File: config.mk
export PLATFORM = sky130hd
export DESIGN_NAME = aiu_cmd
export DESIGN_NICKNAME = d
export VERILOG_FILES = /design/src/verilog/aiu_cmd.v
export VERILOG_INCLUDE_DIRS = /design/src /design/src/verilog
export SDC_FILE = /design/constraint.sdc
export NUM_CORES = 2
export LEC_CHECK = 0
export BUFFER_PORTS_ARGS = -buffer_cell sky130_fd_sc_hd__buf_2
export CAP_MARGIN = 30
export CORE_ASPECT_RATIO = 0.5
export CORE_MARGIN = 2
export CORE_UTILIZATION = 24
export DETAILED_ROUTE_END_ITERATION = 7
export PLACE_DENSITY = 0.41
export SLEW_MARGIN = 20
export SYNTH_ARGS = -nofsm -noshare
export SYNTH_HDL_FRONTEND = slang
export SYNTH_SLANG_ARGS = --single-unit
File: constraint.sdc
create_clock -name i_core_clk -period 10.43 [get_ports i_core_clk]
set_input_delay 2.6075 -clock i_core_clk [delete_from_list [all_inputs] [get_ports i_core_clk]]
set_output_delay 2.6075 -clock i_core_clk [all_outputs]
set_load 0.03 [all_outputs]
File: src/verilog/aiu_defines.vh
// Overview of operation
// - Idle opcodes: active idle, load standby timer
// - Timer off at reset and count zero
// - Counts 1..240 give count times five seconds
// - 241-251,253: 30 min; 252: 21; 254-255: 21:15
// - Idle immediate: active idle, clear busy, interrupt
// - Full parameter signature selects head unload variant
// - Unload starts head retract at once
// - Unload interrupt only after heads parked, latched
// - Unload normally completes within 500 ms
// - Unload aborts look-ahead, suspends cache writes
// - Cache kept until reset or other command
// - After unload: low power, no standby, no load
// - Already parked: no motion, still complete
// - Geometry: busy, store, clear busy, interrupt
// - Sectors from count, heads from low nibble
// - Geometry never validated when stored
// - Read buffer: busy, prepare, data request, interrupt
// - Mode bit picks CHS or 28-bit LBA
// - DMA words qualified by request, host acknowledge
// - Exactly one interrupt per read DMA
// - Error stops DMA, failing address kept
`ifndef AIU_DEFINES_VH
`define AIU_DEFINES_VH
// ==========================================================
// Register byte offsets
`define AIU_OFS_FEAT 8'h00
`define AIU_OFS_COUNT 8'h04
`define AIU_OFS_ALOW 8'h08
`define AIU_OFS_AMID 8'h0C
`define AIU_OFS_AHIGH 8'h10
`define AIU_OFS_DSH 8'h14
`define AIU_OFS_CMD 8'h18
`define AIU_OFS_DATA 8'h1C
`define AIU_OFS_CTRL 8'h20
`define AIU_OFS_GEOM 8'h24
`define AIU_OFS_TIMER 8'h28
// ==========================================================
// Opcodes and unload signature
`define AIU_OP_IDLE_A 8'h97
`define AIU_OP_IDLE_B 8'hE3
`define AIU_OP_IDLI_A 8'h95
`define AIU_OP_IDLI_B 8'hE1
`define AIU_OP_GEOM 8'h91
`define AIU_OP_RDBUF 8'hE4
`define AIU_OP_DMA_A 8'hC8
`define AIU_OP_DMA_B 8'hC9
`define AIU_SIG_FEAT 8'h44
`define AIU_SIG_LOW 8'h4C
`define AIU_SIG_MID 8'h4E
`define AIU_SIG_HIGH 8'h55
`define AIU_SIG_COUNT 8'h00
// ==========================================================
// Field positions and values
`define AIU_DSH_LBA 6
`define AIU_CTRL_SRST 2
`define AIU_ERR_ABRT 8'h04
`define AIU_ERR_UNC 8'h40
`define AIU_TMR_30MIN 9'h168
`define AIU_TMR_21MIN 9'h0FC
`define AIU_TMR_21M15 9'h0FF
// ==========================================================
// Timing
`define AIU_CLK_HZ 20000000
`define AIU_UNIT_SEC 5
`define AIU_UNLOAD_MS 500
`endif
File: src/verilog/aiu_cmd.v
`include "aiu_defines.vh"

module aiu_cmd #(
	parameter UNIT_CYCLES = `AIU_CLK_HZ * `AIU_UNIT_SEC,
	parameter UNLOAD_CYCLES = `AIU_CLK_HZ / 1000 * `AIU_UNLOAD_MS
) (
	input wire i_core_clk,
	input wire i_reset,
	input wire i_ce,
	input wire i_psel,
	input wire i_penable,
	input wire i_pwrite,
	input wire [7:0] i_paddr,
	input wire [31:0] i_pwdata,
	output reg [31:0] o_prdata,
	output wire o_pready,
	output wire o_pslverr,
	input wire i_heads_parked,
	input wire i_dmack,
	input wire i_media_valid,
	input wire [15:0] i_media_data,
	input wire i_media_err,
	output wire o_media_req,
	output wire [27:0] o_media_addr,
	output wire o_media_lba_mode,
	output reg o_intrq,
	output reg o_dmarq,
	output reg [15:0] o_dma_data,
	output wire o_unload_req,
	output reg o_lookahead_abort,
	output reg o_cache_hold,
	output reg o_low_power_idle,
	output reg o_active_idle,
	output reg o_standby
);

// ==========================================================
// States
localparam [4:0] S_RDY = 5'b00001;
localparam [4:0] S_DEC = 5'b00010;
localparam [4:0] S_UNL = 5'b00100;
localparam [4:0] S_GET = 5'b01000;
localparam [4:0] S_PUT = 5'b10000;

reg [4:0] state_reg;
reg [7:0] feat_reg, count_reg, alow_reg, amid_reg, ahigh_reg;
reg [7:0] dsh_reg, op_reg, err_reg;
reg bsy_reg, drq_reg;
reg [7:0] spt_reg;
reg [3:0] heads_reg;
reg tmr_en_reg;
reg [8:0] tmr_units_reg, unit_cnt_reg;
reg [26:0] pre_cnt_reg;
reg [23:0] unl_cnt_reg;
reg unl_late_reg;
reg [8:0] secs_left_reg;
reg [7:0] wcnt_reg, ptr_reg;
reg [15:0] sbuf [0:255];
reg park_s1, park_s2, ack_s1, ack_s2, ack_d;

// ==========================================================
// Functions
function [8:0] stby_units;
	input [7:0] sc;
	begin
		if (sc <= 8'hF0)
			stby_units = {1'b0, sc};
		else if (sc == 8'hFC)
			stby_units = `AIU_TMR_21MIN;
		else if (sc >= 8'hFE)
			stby_units = `AIU_TMR_21M15;
		else
			stby_units = `AIU_TMR_30MIN;
	end
endfunction

// Next CHS or LBA address after a good sector
function [27:0] next_addr;
	input lba;
	input [27:0] a;
	input [7:0] spt;
	input [3:0] hd;
	begin
		if (lba) begin
			next_addr = a + 28'h0000001;
		end else if (a[7:0] < spt) begin
			next_addr = {a[27:8], a[7:0] + 8'h01};
		end else if (a[27:24] < hd) begin
			next_addr = {a[27:24] + 4'h1, a[23:8], 8'h01};
		end else begin
			next_addr = {4'h0, a[23:8] + 16'h0001, 8'h01};
		end
	end
endfunction

// ==========================================================
// Bus decode
wire wr_acc = i_psel & i_penable & i_pwrite;
wire rd_acc = i_psel & i_penable & ~i_pwrite;
wire a_feat = i_paddr == `AIU_OFS_FEAT;
wire a_cnt = i_paddr == `AIU_OFS_COUNT;
wire a_low = i_paddr == `AIU_OFS_ALOW;
wire a_mid = i_paddr == `AIU_OFS_AMID;
wire a_high = i_paddr == `AIU_OFS_AHIGH;
wire a_dsh = i_paddr == `AIU_OFS_DSH;
wire a_cmd = i_paddr == `AIU_OFS_CMD;
wire a_data = i_paddr == `AIU_OFS_DATA;
wire a_ctrl = i_paddr == `AIU_OFS_CTRL;
wire a_geom = i_paddr == `AIU_OFS_GEOM;
wire a_tmr = i_paddr == `AIU_OFS_TIMER;
wire mapped = a_feat | a_cnt | a_low | a_mid | a_high | a_dsh |
	a_cmd | a_data | a_ctrl | a_geom | a_tmr;

// Ready follows enable so a frozen core loses no write
assign o_pready = i_ce;
assign o_pslverr = i_psel & i_penable & ~mapped;

wire tf_wr = wr_acc & ~bsy_reg;
wire cmd_wr = tf_wr & a_cmd;
wire srst = i_ce & wr_acc & a_ctrl & i_pwdata[`AIU_CTRL_SRST];
wire stat_rd = rd_acc & a_cmd;
wire data_rd = rd_acc & a_data & drq_reg & ~o_dmarq;
wire dack_rise = ack_s2 & ~ack_d;

wire is_lba = dsh_reg[`AIU_DSH_LBA];
wire [27:0] cur_addr = {dsh_reg[3:0], ahigh_reg, amid_reg, alow_reg};
wire [27:0] nxt = next_addr(is_lba, cur_addr, spt_reg, heads_reg);
wire sig_ok = op_reg == `AIU_OP_IDLI_B && feat_reg == `AIU_SIG_FEAT &&
	alow_reg == `AIU_SIG_LOW && amid_reg == `AIU_SIG_MID &&
	ahigh_reg == `AIU_SIG_HIGH && count_reg == `AIU_SIG_COUNT;

assign o_media_req = state_reg == S_GET;
assign o_media_addr = cur_addr;
assign o_media_lba_mode = is_lba;
assign o_unload_req = state_reg == S_UNL;

// ==========================================================
// Pin synchronisers; only the second stage is used
always @(posedge i_core_clk) begin
	if (i_reset) begin
		park_s1 <= 1'b0;
		park_s2 <= 1'b0;
		ack_s1 <= 1'b0;
		ack_s2 <= 1'b0;
		ack_d <= 1'b0;
	end else if (i_ce) begin
		park_s1 <= i_heads_parked;
		park_s2 <= park_s1;
		ack_s1 <= i_dmack;
		ack_s2 <= ack_s1;
		ack_d <= ack_s2;
	end
end

// ==========================================================
// Read data, captured while the transfer is in setup
always @(posedge i_core_clk) begin
	if (i_reset) begin
		o_prdata <= 32'h00000000;
	end else if (i_ce && i_psel && !i_penable) begin
		o_prdata <= 32'h00000000;
		if (a_cnt)
			o_prdata[7:0] <= count_reg;
		if (a_low)
			o_prdata[7:0] <= alow_reg;
		if (a_mid)
			o_prdata[7:0] <= amid_reg;
		if (a_high)
			o_prdata[7:0] <= ahigh_reg;
		if (a_dsh)
			o_prdata[7:0] <= dsh_reg;
		if (a_cmd)
			o_prdata[15:0] <= {err_reg, bsy_reg, ~bsy_reg, 2'b00,
				drq_reg, 2'b00, |err_reg};
		if (a_data)
			o_prdata[15:0] <= sbuf[ptr_reg];
		if (a_ctrl)
			o_prdata[4:0] <= {unl_late_reg, o_low_power_idle,
				o_active_idle, o_standby, o_cache_hold};
		if (a_geom)
			o_prdata[11:0] <= {heads_reg, spt_reg};
		if (a_tmr)
			o_prdata[9:0] <= {tmr_en_reg, tmr_units_reg};
	end
end

// ==========================================================
// Sector buffer, filled by the DMA path and drained by reads
always @(posedge i_core_clk) begin
	if (i_ce && state_reg == S_GET && i_media_valid && !i_media_err)
		sbuf[wcnt_reg] <= i_media_data;
end

// ==========================================================
// Standby timer; frozen while busy or parked after unload
always @(posedge i_core_clk) begin
	if (i_reset || srst) begin
		pre_cnt_reg <= 27'h0000000;
		unit_cnt_reg <= 9'h000;
		o_standby <= 1'b0;
	end else if (i_ce) begin
		if (cmd_wr) begin
			pre_cnt_reg <= 27'h0000000;
			unit_cnt_reg <= 9'h000;
			o_standby <= 1'b0;
		end else if (tmr_en_reg && o_active_idle && !bsy_reg &&
				!o_low_power_idle) begin
			if (pre_cnt_reg == UNIT_CYCLES[26:0] - 27'h0000001) begin
				pre_cnt_reg <= 27'h0000000;
				if (unit_cnt_reg == tmr_units_reg - 9'h001)
					o_standby <= 1'b1;
				else
					unit_cnt_reg <= unit_cnt_reg + 9'h001;
			end else begin
				pre_cnt_reg <= pre_cnt_reg + 27'h0000001;
			end
		end
	end
end

// ==========================================================
// Command engine
always @(posedge i_core_clk) begin
	if (i_reset || srst) begin
		state_reg <= S_RDY;
		feat_reg <= 8'h00;
		count_reg <= 8'h01;
		alow_reg <= 8'h01;
		amid_reg <= 8'h00;
		ahigh_reg <= 8'h00;
		dsh_reg <= 8'h00;
		op_reg <= 8'h00;
		err_reg <= 8'h00;
		bsy_reg <= 1'b0;
		drq_reg <= 1'b0;
		spt_reg <= 8'h00;
		heads_reg <= 4'h0;
		tmr_en_reg <= 1'b0;
		tmr_units_reg <= 9'h000;
		unl_cnt_reg <= 24'h000000;
		unl_late_reg <= 1'b0;
		secs_left_reg <= 9'h000;
		wcnt_reg <= 8'h00;
		ptr_reg <= 8'h00;
		o_intrq <= 1'b0;
		o_dmarq <= 1'b0;
		o_dma_data <= 16'h0000;
		o_lookahead_abort <= 1'b0;
		o_cache_hold <= 1'b0;
		o_low_power_idle <= 1'b0;
		o_active_idle <= 1'b1;
	end else if (i_ce) begin
		o_lookahead_abort <= 1'b0;
		// Status read acknowledges the interrupt
		if (stat_rd)
			o_intrq <= 1'b0;
		// Task file writes are ignored while busy
		if (tf_wr && a_feat)
			feat_reg <= i_pwdata[7:0];
		if (tf_wr && a_cnt)
			count_reg <= i_pwdata[7:0];
		if (tf_wr && a_low)
			alow_reg <= i_pwdata[7:0];
		if (tf_wr && a_mid)
			amid_reg <= i_pwdata[7:0];
		if (tf_wr && a_high)
			ahigh_reg <= i_pwdata[7:0];
		if (tf_wr && a_dsh)
			dsh_reg <= i_pwdata[7:0];
		// Buffer port read; a full sector ends the transfer
		if (data_rd) begin
			ptr_reg <= ptr_reg + 8'h01;
			if (ptr_reg == 8'hFF)
				drq_reg <= 1'b0;
		end
		case (state_reg)
		S_RDY: begin
			if (cmd_wr) begin
				op_reg <= i_pwdata[7:0];
				bsy_reg <= 1'b1;
				drq_reg <= 1'b0;
				err_reg <= 8'h00;
				o_intrq <= 1'b0;
				state_reg <= S_DEC;
			end
		end
		S_DEC: begin
			// Anything but a repeat unload releases held cache
			if (!sig_ok) begin
				o_cache_hold <= 1'b0;
				o_low_power_idle <= 1'b0;
			end
			state_reg <= S_RDY;
			bsy_reg <= 1'b0;
			o_intrq <= 1'b1;
			case (op_reg)
			`AIU_OP_IDLE_A, `AIU_OP_IDLE_B: begin
				o_active_idle <= 1'b1;
				tmr_en_reg <= count_reg != 8'h00;
				tmr_units_reg <= stby_units(count_reg);
			end
			`AIU_OP_IDLI_A, `AIU_OP_IDLI_B: begin
				o_active_idle <= 1'b1;
				if (sig_ok) begin
					o_active_idle <= 1'b0;
					o_lookahead_abort <= 1'b1;
					o_cache_hold <= 1'b1;
					unl_cnt_reg <= 24'h000000;
					unl_late_reg <= 1'b0;
					if (park_s2) begin
						o_low_power_idle <= 1'b1;
					end else begin
						bsy_reg <= 1'b1;
						o_intrq <= 1'b0;
						state_reg <= S_UNL;
					end
				end
			end
			`AIU_OP_GEOM: begin
				spt_reg <= count_reg;
				heads_reg <= dsh_reg[3:0];
			end
			`AIU_OP_RDBUF: begin
				ptr_reg <= 8'h00;
				drq_reg <= 1'b1;
			end
			`AIU_OP_DMA_A, `AIU_OP_DMA_B: begin
				// Zero count means 256 sectors
				secs_left_reg <= (count_reg == 8'h00) ? 9'h100 :
					{1'b0, count_reg};
				wcnt_reg <= 8'h00;
				drq_reg <= 1'b1;
				bsy_reg <= 1'b1;
				o_intrq <= 1'b0;
				state_reg <= S_GET;
			end
			default: begin
				err_reg <= `AIU_ERR_ABRT;
			end
			endcase
		end
		S_UNL: begin
			// Late flag only; the command still waits for the latch
			if (unl_cnt_reg == UNLOAD_CYCLES[23:0] - 24'h000001)
				unl_late_reg <= 1'b1;
			else
				unl_cnt_reg <= unl_cnt_reg + 24'h000001;
			if (park_s2) begin
				bsy_reg <= 1'b0;
				o_intrq <= 1'b1;
				o_low_power_idle <= 1'b1;
				state_reg <= S_RDY;
			end
		end
		S_GET: begin
			if (i_media_valid) begin
				if (i_media_err) begin
					// Address registers keep the failing sector
					err_reg <= `AIU_ERR_UNC;
					drq_reg <= 1'b0;
					bsy_reg <= 1'b0;
					o_intrq <= 1'b1;
					state_reg <= S_RDY;
				end else begin
					o_dma_data <= i_media_data;
					o_dmarq <= 1'b1;
					state_reg <= S_PUT;
				end
			end
		end
		S_PUT: begin
			if (dack_rise) begin
				o_dmarq <= 1'b0;
				wcnt_reg <= wcnt_reg + 8'h01;
				state_reg <= S_GET;
				if (wcnt_reg == 8'hFF) begin
					secs_left_reg <= secs_left_reg - 9'h001;
					if (secs_left_reg == 9'h001) begin
						drq_reg <= 1'b0;
						bsy_reg <= 1'b0;
						o_intrq <= 1'b1;
						state_reg <= S_RDY;
					end else begin
						{dsh_reg[3:0], ahigh_reg, amid_reg,
							alow_reg} <= nxt;
					end
				end
			end
		end
		default: begin
			state_reg <= S_RDY;
		end
		endcase
	end
end

endmodule // aiu_cmd

==> summary.md <==
| Metric | Value |
|---|---|
| Synth Instances | `8729` |
| Gr usage total | `17.12%` |
| # Post-CTS Setup Buffers | `0` |
| CTS H-Tree Depth | `5` |
| LEAKAGE | `58.64 nW` |
| Post-DR wirelength/cell | `32.98 um` |
| HPWL Detailed | `410800 um` |
| Top post-synthesis cells by area | `edfxtp_1 (72%), mux4_2 (13%), dfxtp_1 (2.7%)` |
| Post-synth EDFFs | `4096` |
| Area share of the largest cell type after synthesis | `72.42%` |
| DP Cell Count | `18280` |
| Setup WS pre-CTS | `3129 ps` |
| Standard-cell row count | `218` |
| Post-route DRC | `0` |
| Post-synth cell types | `94` |
| Grt total ovfl | `0` |
| Final Non-Filler Cells | `19130` |
| Pwr/cell area | `174.1 nW/um^2` |
| Sink Count | `4321` |
| Required time of the critical path | `7820 ps` |
| Maximum vdd drop | `0.1428 mV` |
| Min Hold Slack | `448.1 ps` |
| Die ar. | `714800 um^2` |
| CTS clk-pin slew, worst paths | `60 ps` |
| Post-route ant nets | `0` |
| Buffers added on ports | `113` |
| Async set-reset flop share out of synthesis | `0%` |
| Fmax | `0.1561 GHz` |
| Nets | `9372` |
| DIE HEIGHT | `598.8 um` |
| CP startpoint kind | `input port` |
| Root Driver | `clkbuf_16` |
| Worst reg2reg setup slack | `5040 ps` |
| Vias in the first global route | `90550` |
| Core Footprint | `705100 um^2` |
| Antenna violations before repair | `89` |
| Routed vias | `92610` |
| Syn_area_per_cell | `19.46 um^2` |
| CP max FO | `12` |
| CTS Buf Count | `442` |
| Clock Latency Late Sink | `1040 ps` |
| Clk_skew | `35.80 ps` |
| Most common cell after layout, fill and taps aside | `edfxtp_1` |
| Max reg flops | `4096` |
| Post-synthesis register bit count | `4321` |
| DRT iter0 DRCs | `11580` |
| Logic pwr share | `1.3%` |
| Arr. time, crit path | `3800 ps` |
| Max-slew violation count | `0` |
| Sequential Power Share | `54.5%` |
| Final setup TNS | `0 ps` |
| Boundary pin count | `154` |
| Worst min path class | `flip-flop to flip-flop` |
| Worst slew pin tran | `1275 ps` |
| Cell internal pwr | `27.52 mW` |
| Vias per inst | `4.841` |
| Seq/Total Area, Yosys | `75.08%` |
| Worst setup EP type | `primary output` |
| CTS tree | `built` |
| Area leader, netlist | `edfxtp_1` |
| Starting Density | `24.09%` |
| Hold Path Depth | `2` |
| Setup ws final | `4025 ps` |
| Synth warn | `0` |
| Clk buf depth | `4` |
| First-pass GRT wire length | `839900 um` |
| Final Hold Fails | `0` |
| Final period util | `61.41%` |
| Outcome | `complete, no violations` |
| Final setup viols | `0` |
| # resized after CTS | `0` |
| GP Congestion | `0.8299` |
| Worst slew margin | `15.02%` |
| Cell area after synthesis | `169800 um^2` |
| Detailed Route WL | `630900 um` |
| DR pass1 iterations | `5` |
| R2R cell count | `9` |
| Max cap viols | `0` |
| Switch share | `21.00%` |
| Final Critical Period | `6405 ps` |
| CP Class | `input port to primary output` |
| Most used DFF post-synth | `edfxtp_1` |
| Share of layout cells above drive strength 1 | `26.96%` |
| RSZ-0062 raised after global routing | `no` |
| NetSw | `7.314 mW` |
| Commonest cells after routing, fill and taps aside | `edfxtp_1 (4096), mux4_2 (975), clkbuf_16 (451), buf_4 (344), nand2_1 (343)` |
| Die width | `1194 um` |
| Area Growth Syn to Fin | `17.79%` |
| Clock Power Share | `44.2%` |
| CTS Hold Buffers Added | `0` |
| Largest net degree at the start of global routing | `149` |
stage by stage:
step / total power [mW] / utilization [%] / cell area (um^2)
after floorplan: 19.40 / - / 169900
after global placement: 19.79 / 26.10 / 184000
after detailed placement: 19.81 / 26.40 / 186100
after CTS: 35.17 / 28.32 / 199700
after global routing: 35.82 / 28.36 / 200000
final: 34.83 / 28.37 / 200000
power by group through the flow:
stage | logic, mW | registers, mW | clock network (mW)
global route | 0.491 | 19.0 | 16.4
finish | 0.464 | 19.0 | 15.4
CTS | 0.468 | 19.0 | 15.7
floorplan | 0.0562 | 19.3 | 0
detailed placement | 0.470 | 19.3 | 0
global placement | 0.451 | 19.3 | 0
synth_stat cells, drive strengths merged, types with 54 or more instances:
cell,number
edfxtp,4096
a21oi,232
o22ai,68
nor3,97
nand3,147
dfxtp,225
nand4,54
o21ai,137
buf,282
mux2i,313
clkbuf,250
mux4,975
nand2,364
nor2,492
a22oi,159
critical path, stage by stage:
cell and delay [ps]:
buf_2 290, a21o_1 170, nand2_1 50, a21oi_1 370
buf_2 290
layout make-up:
class,count,area (um^2)
Inverter,49,186.4
Timing Repair Buffer,624,5704
Clock buffer,559,11700
Antenna cell,32,80.08
Sequential cell,4321,127500
Fill cell,69660,505100
Clock inverter,241,1872
Tap cell,9460,11840
Multi-Input combinational cell,3842,41130
final timing paths:
kind	start	end
worst max-delay path	i_paddr[2]	o_pslverr
worst min-delay path	o_dma_data[8]$_SDFFE_PP0P_	o_dma_data[8]$_SDFFE_PP0P_
worst max register to register	flip-flop	o_prdata[6]$_SDFFE_PP0P_
worst min register to register	o_dma_data[8]$_SDFFE_PP0P_	o_dma_data[8]$_SDFFE_PP0P_
kinds of logic after synthesis:
kind of cell               count (synthesis)  share of synthesized area, %
muxes                                   1320                         14.99
and+or+nand+nor                         1464                         4.116
buffers and inverters                    581                         1.529
other                                      1                      0.002208
adders and majority gates                 26                        0.1916
DFF                                     4321                         75.08
AOI/OAI and AO/OA                        953                         3.772
xor gates and xnor gates                  63                        0.3249
metal layers:
| layer | global-route usage, % | wire, um | up-vias |
|---|---|---|---|
| met2 | 26.66 | 286000 | 3731 |
| li1 | - | - | 37190 |
| met3 | 2.868 | 45320 | 746 |
| met1 | 24.84 | 282600 | 50920 |
| met4 | 4.359 | 16860 | 18 |
| met5 | 0 | 124 | - |
Power figures use the tool's default switching activity.
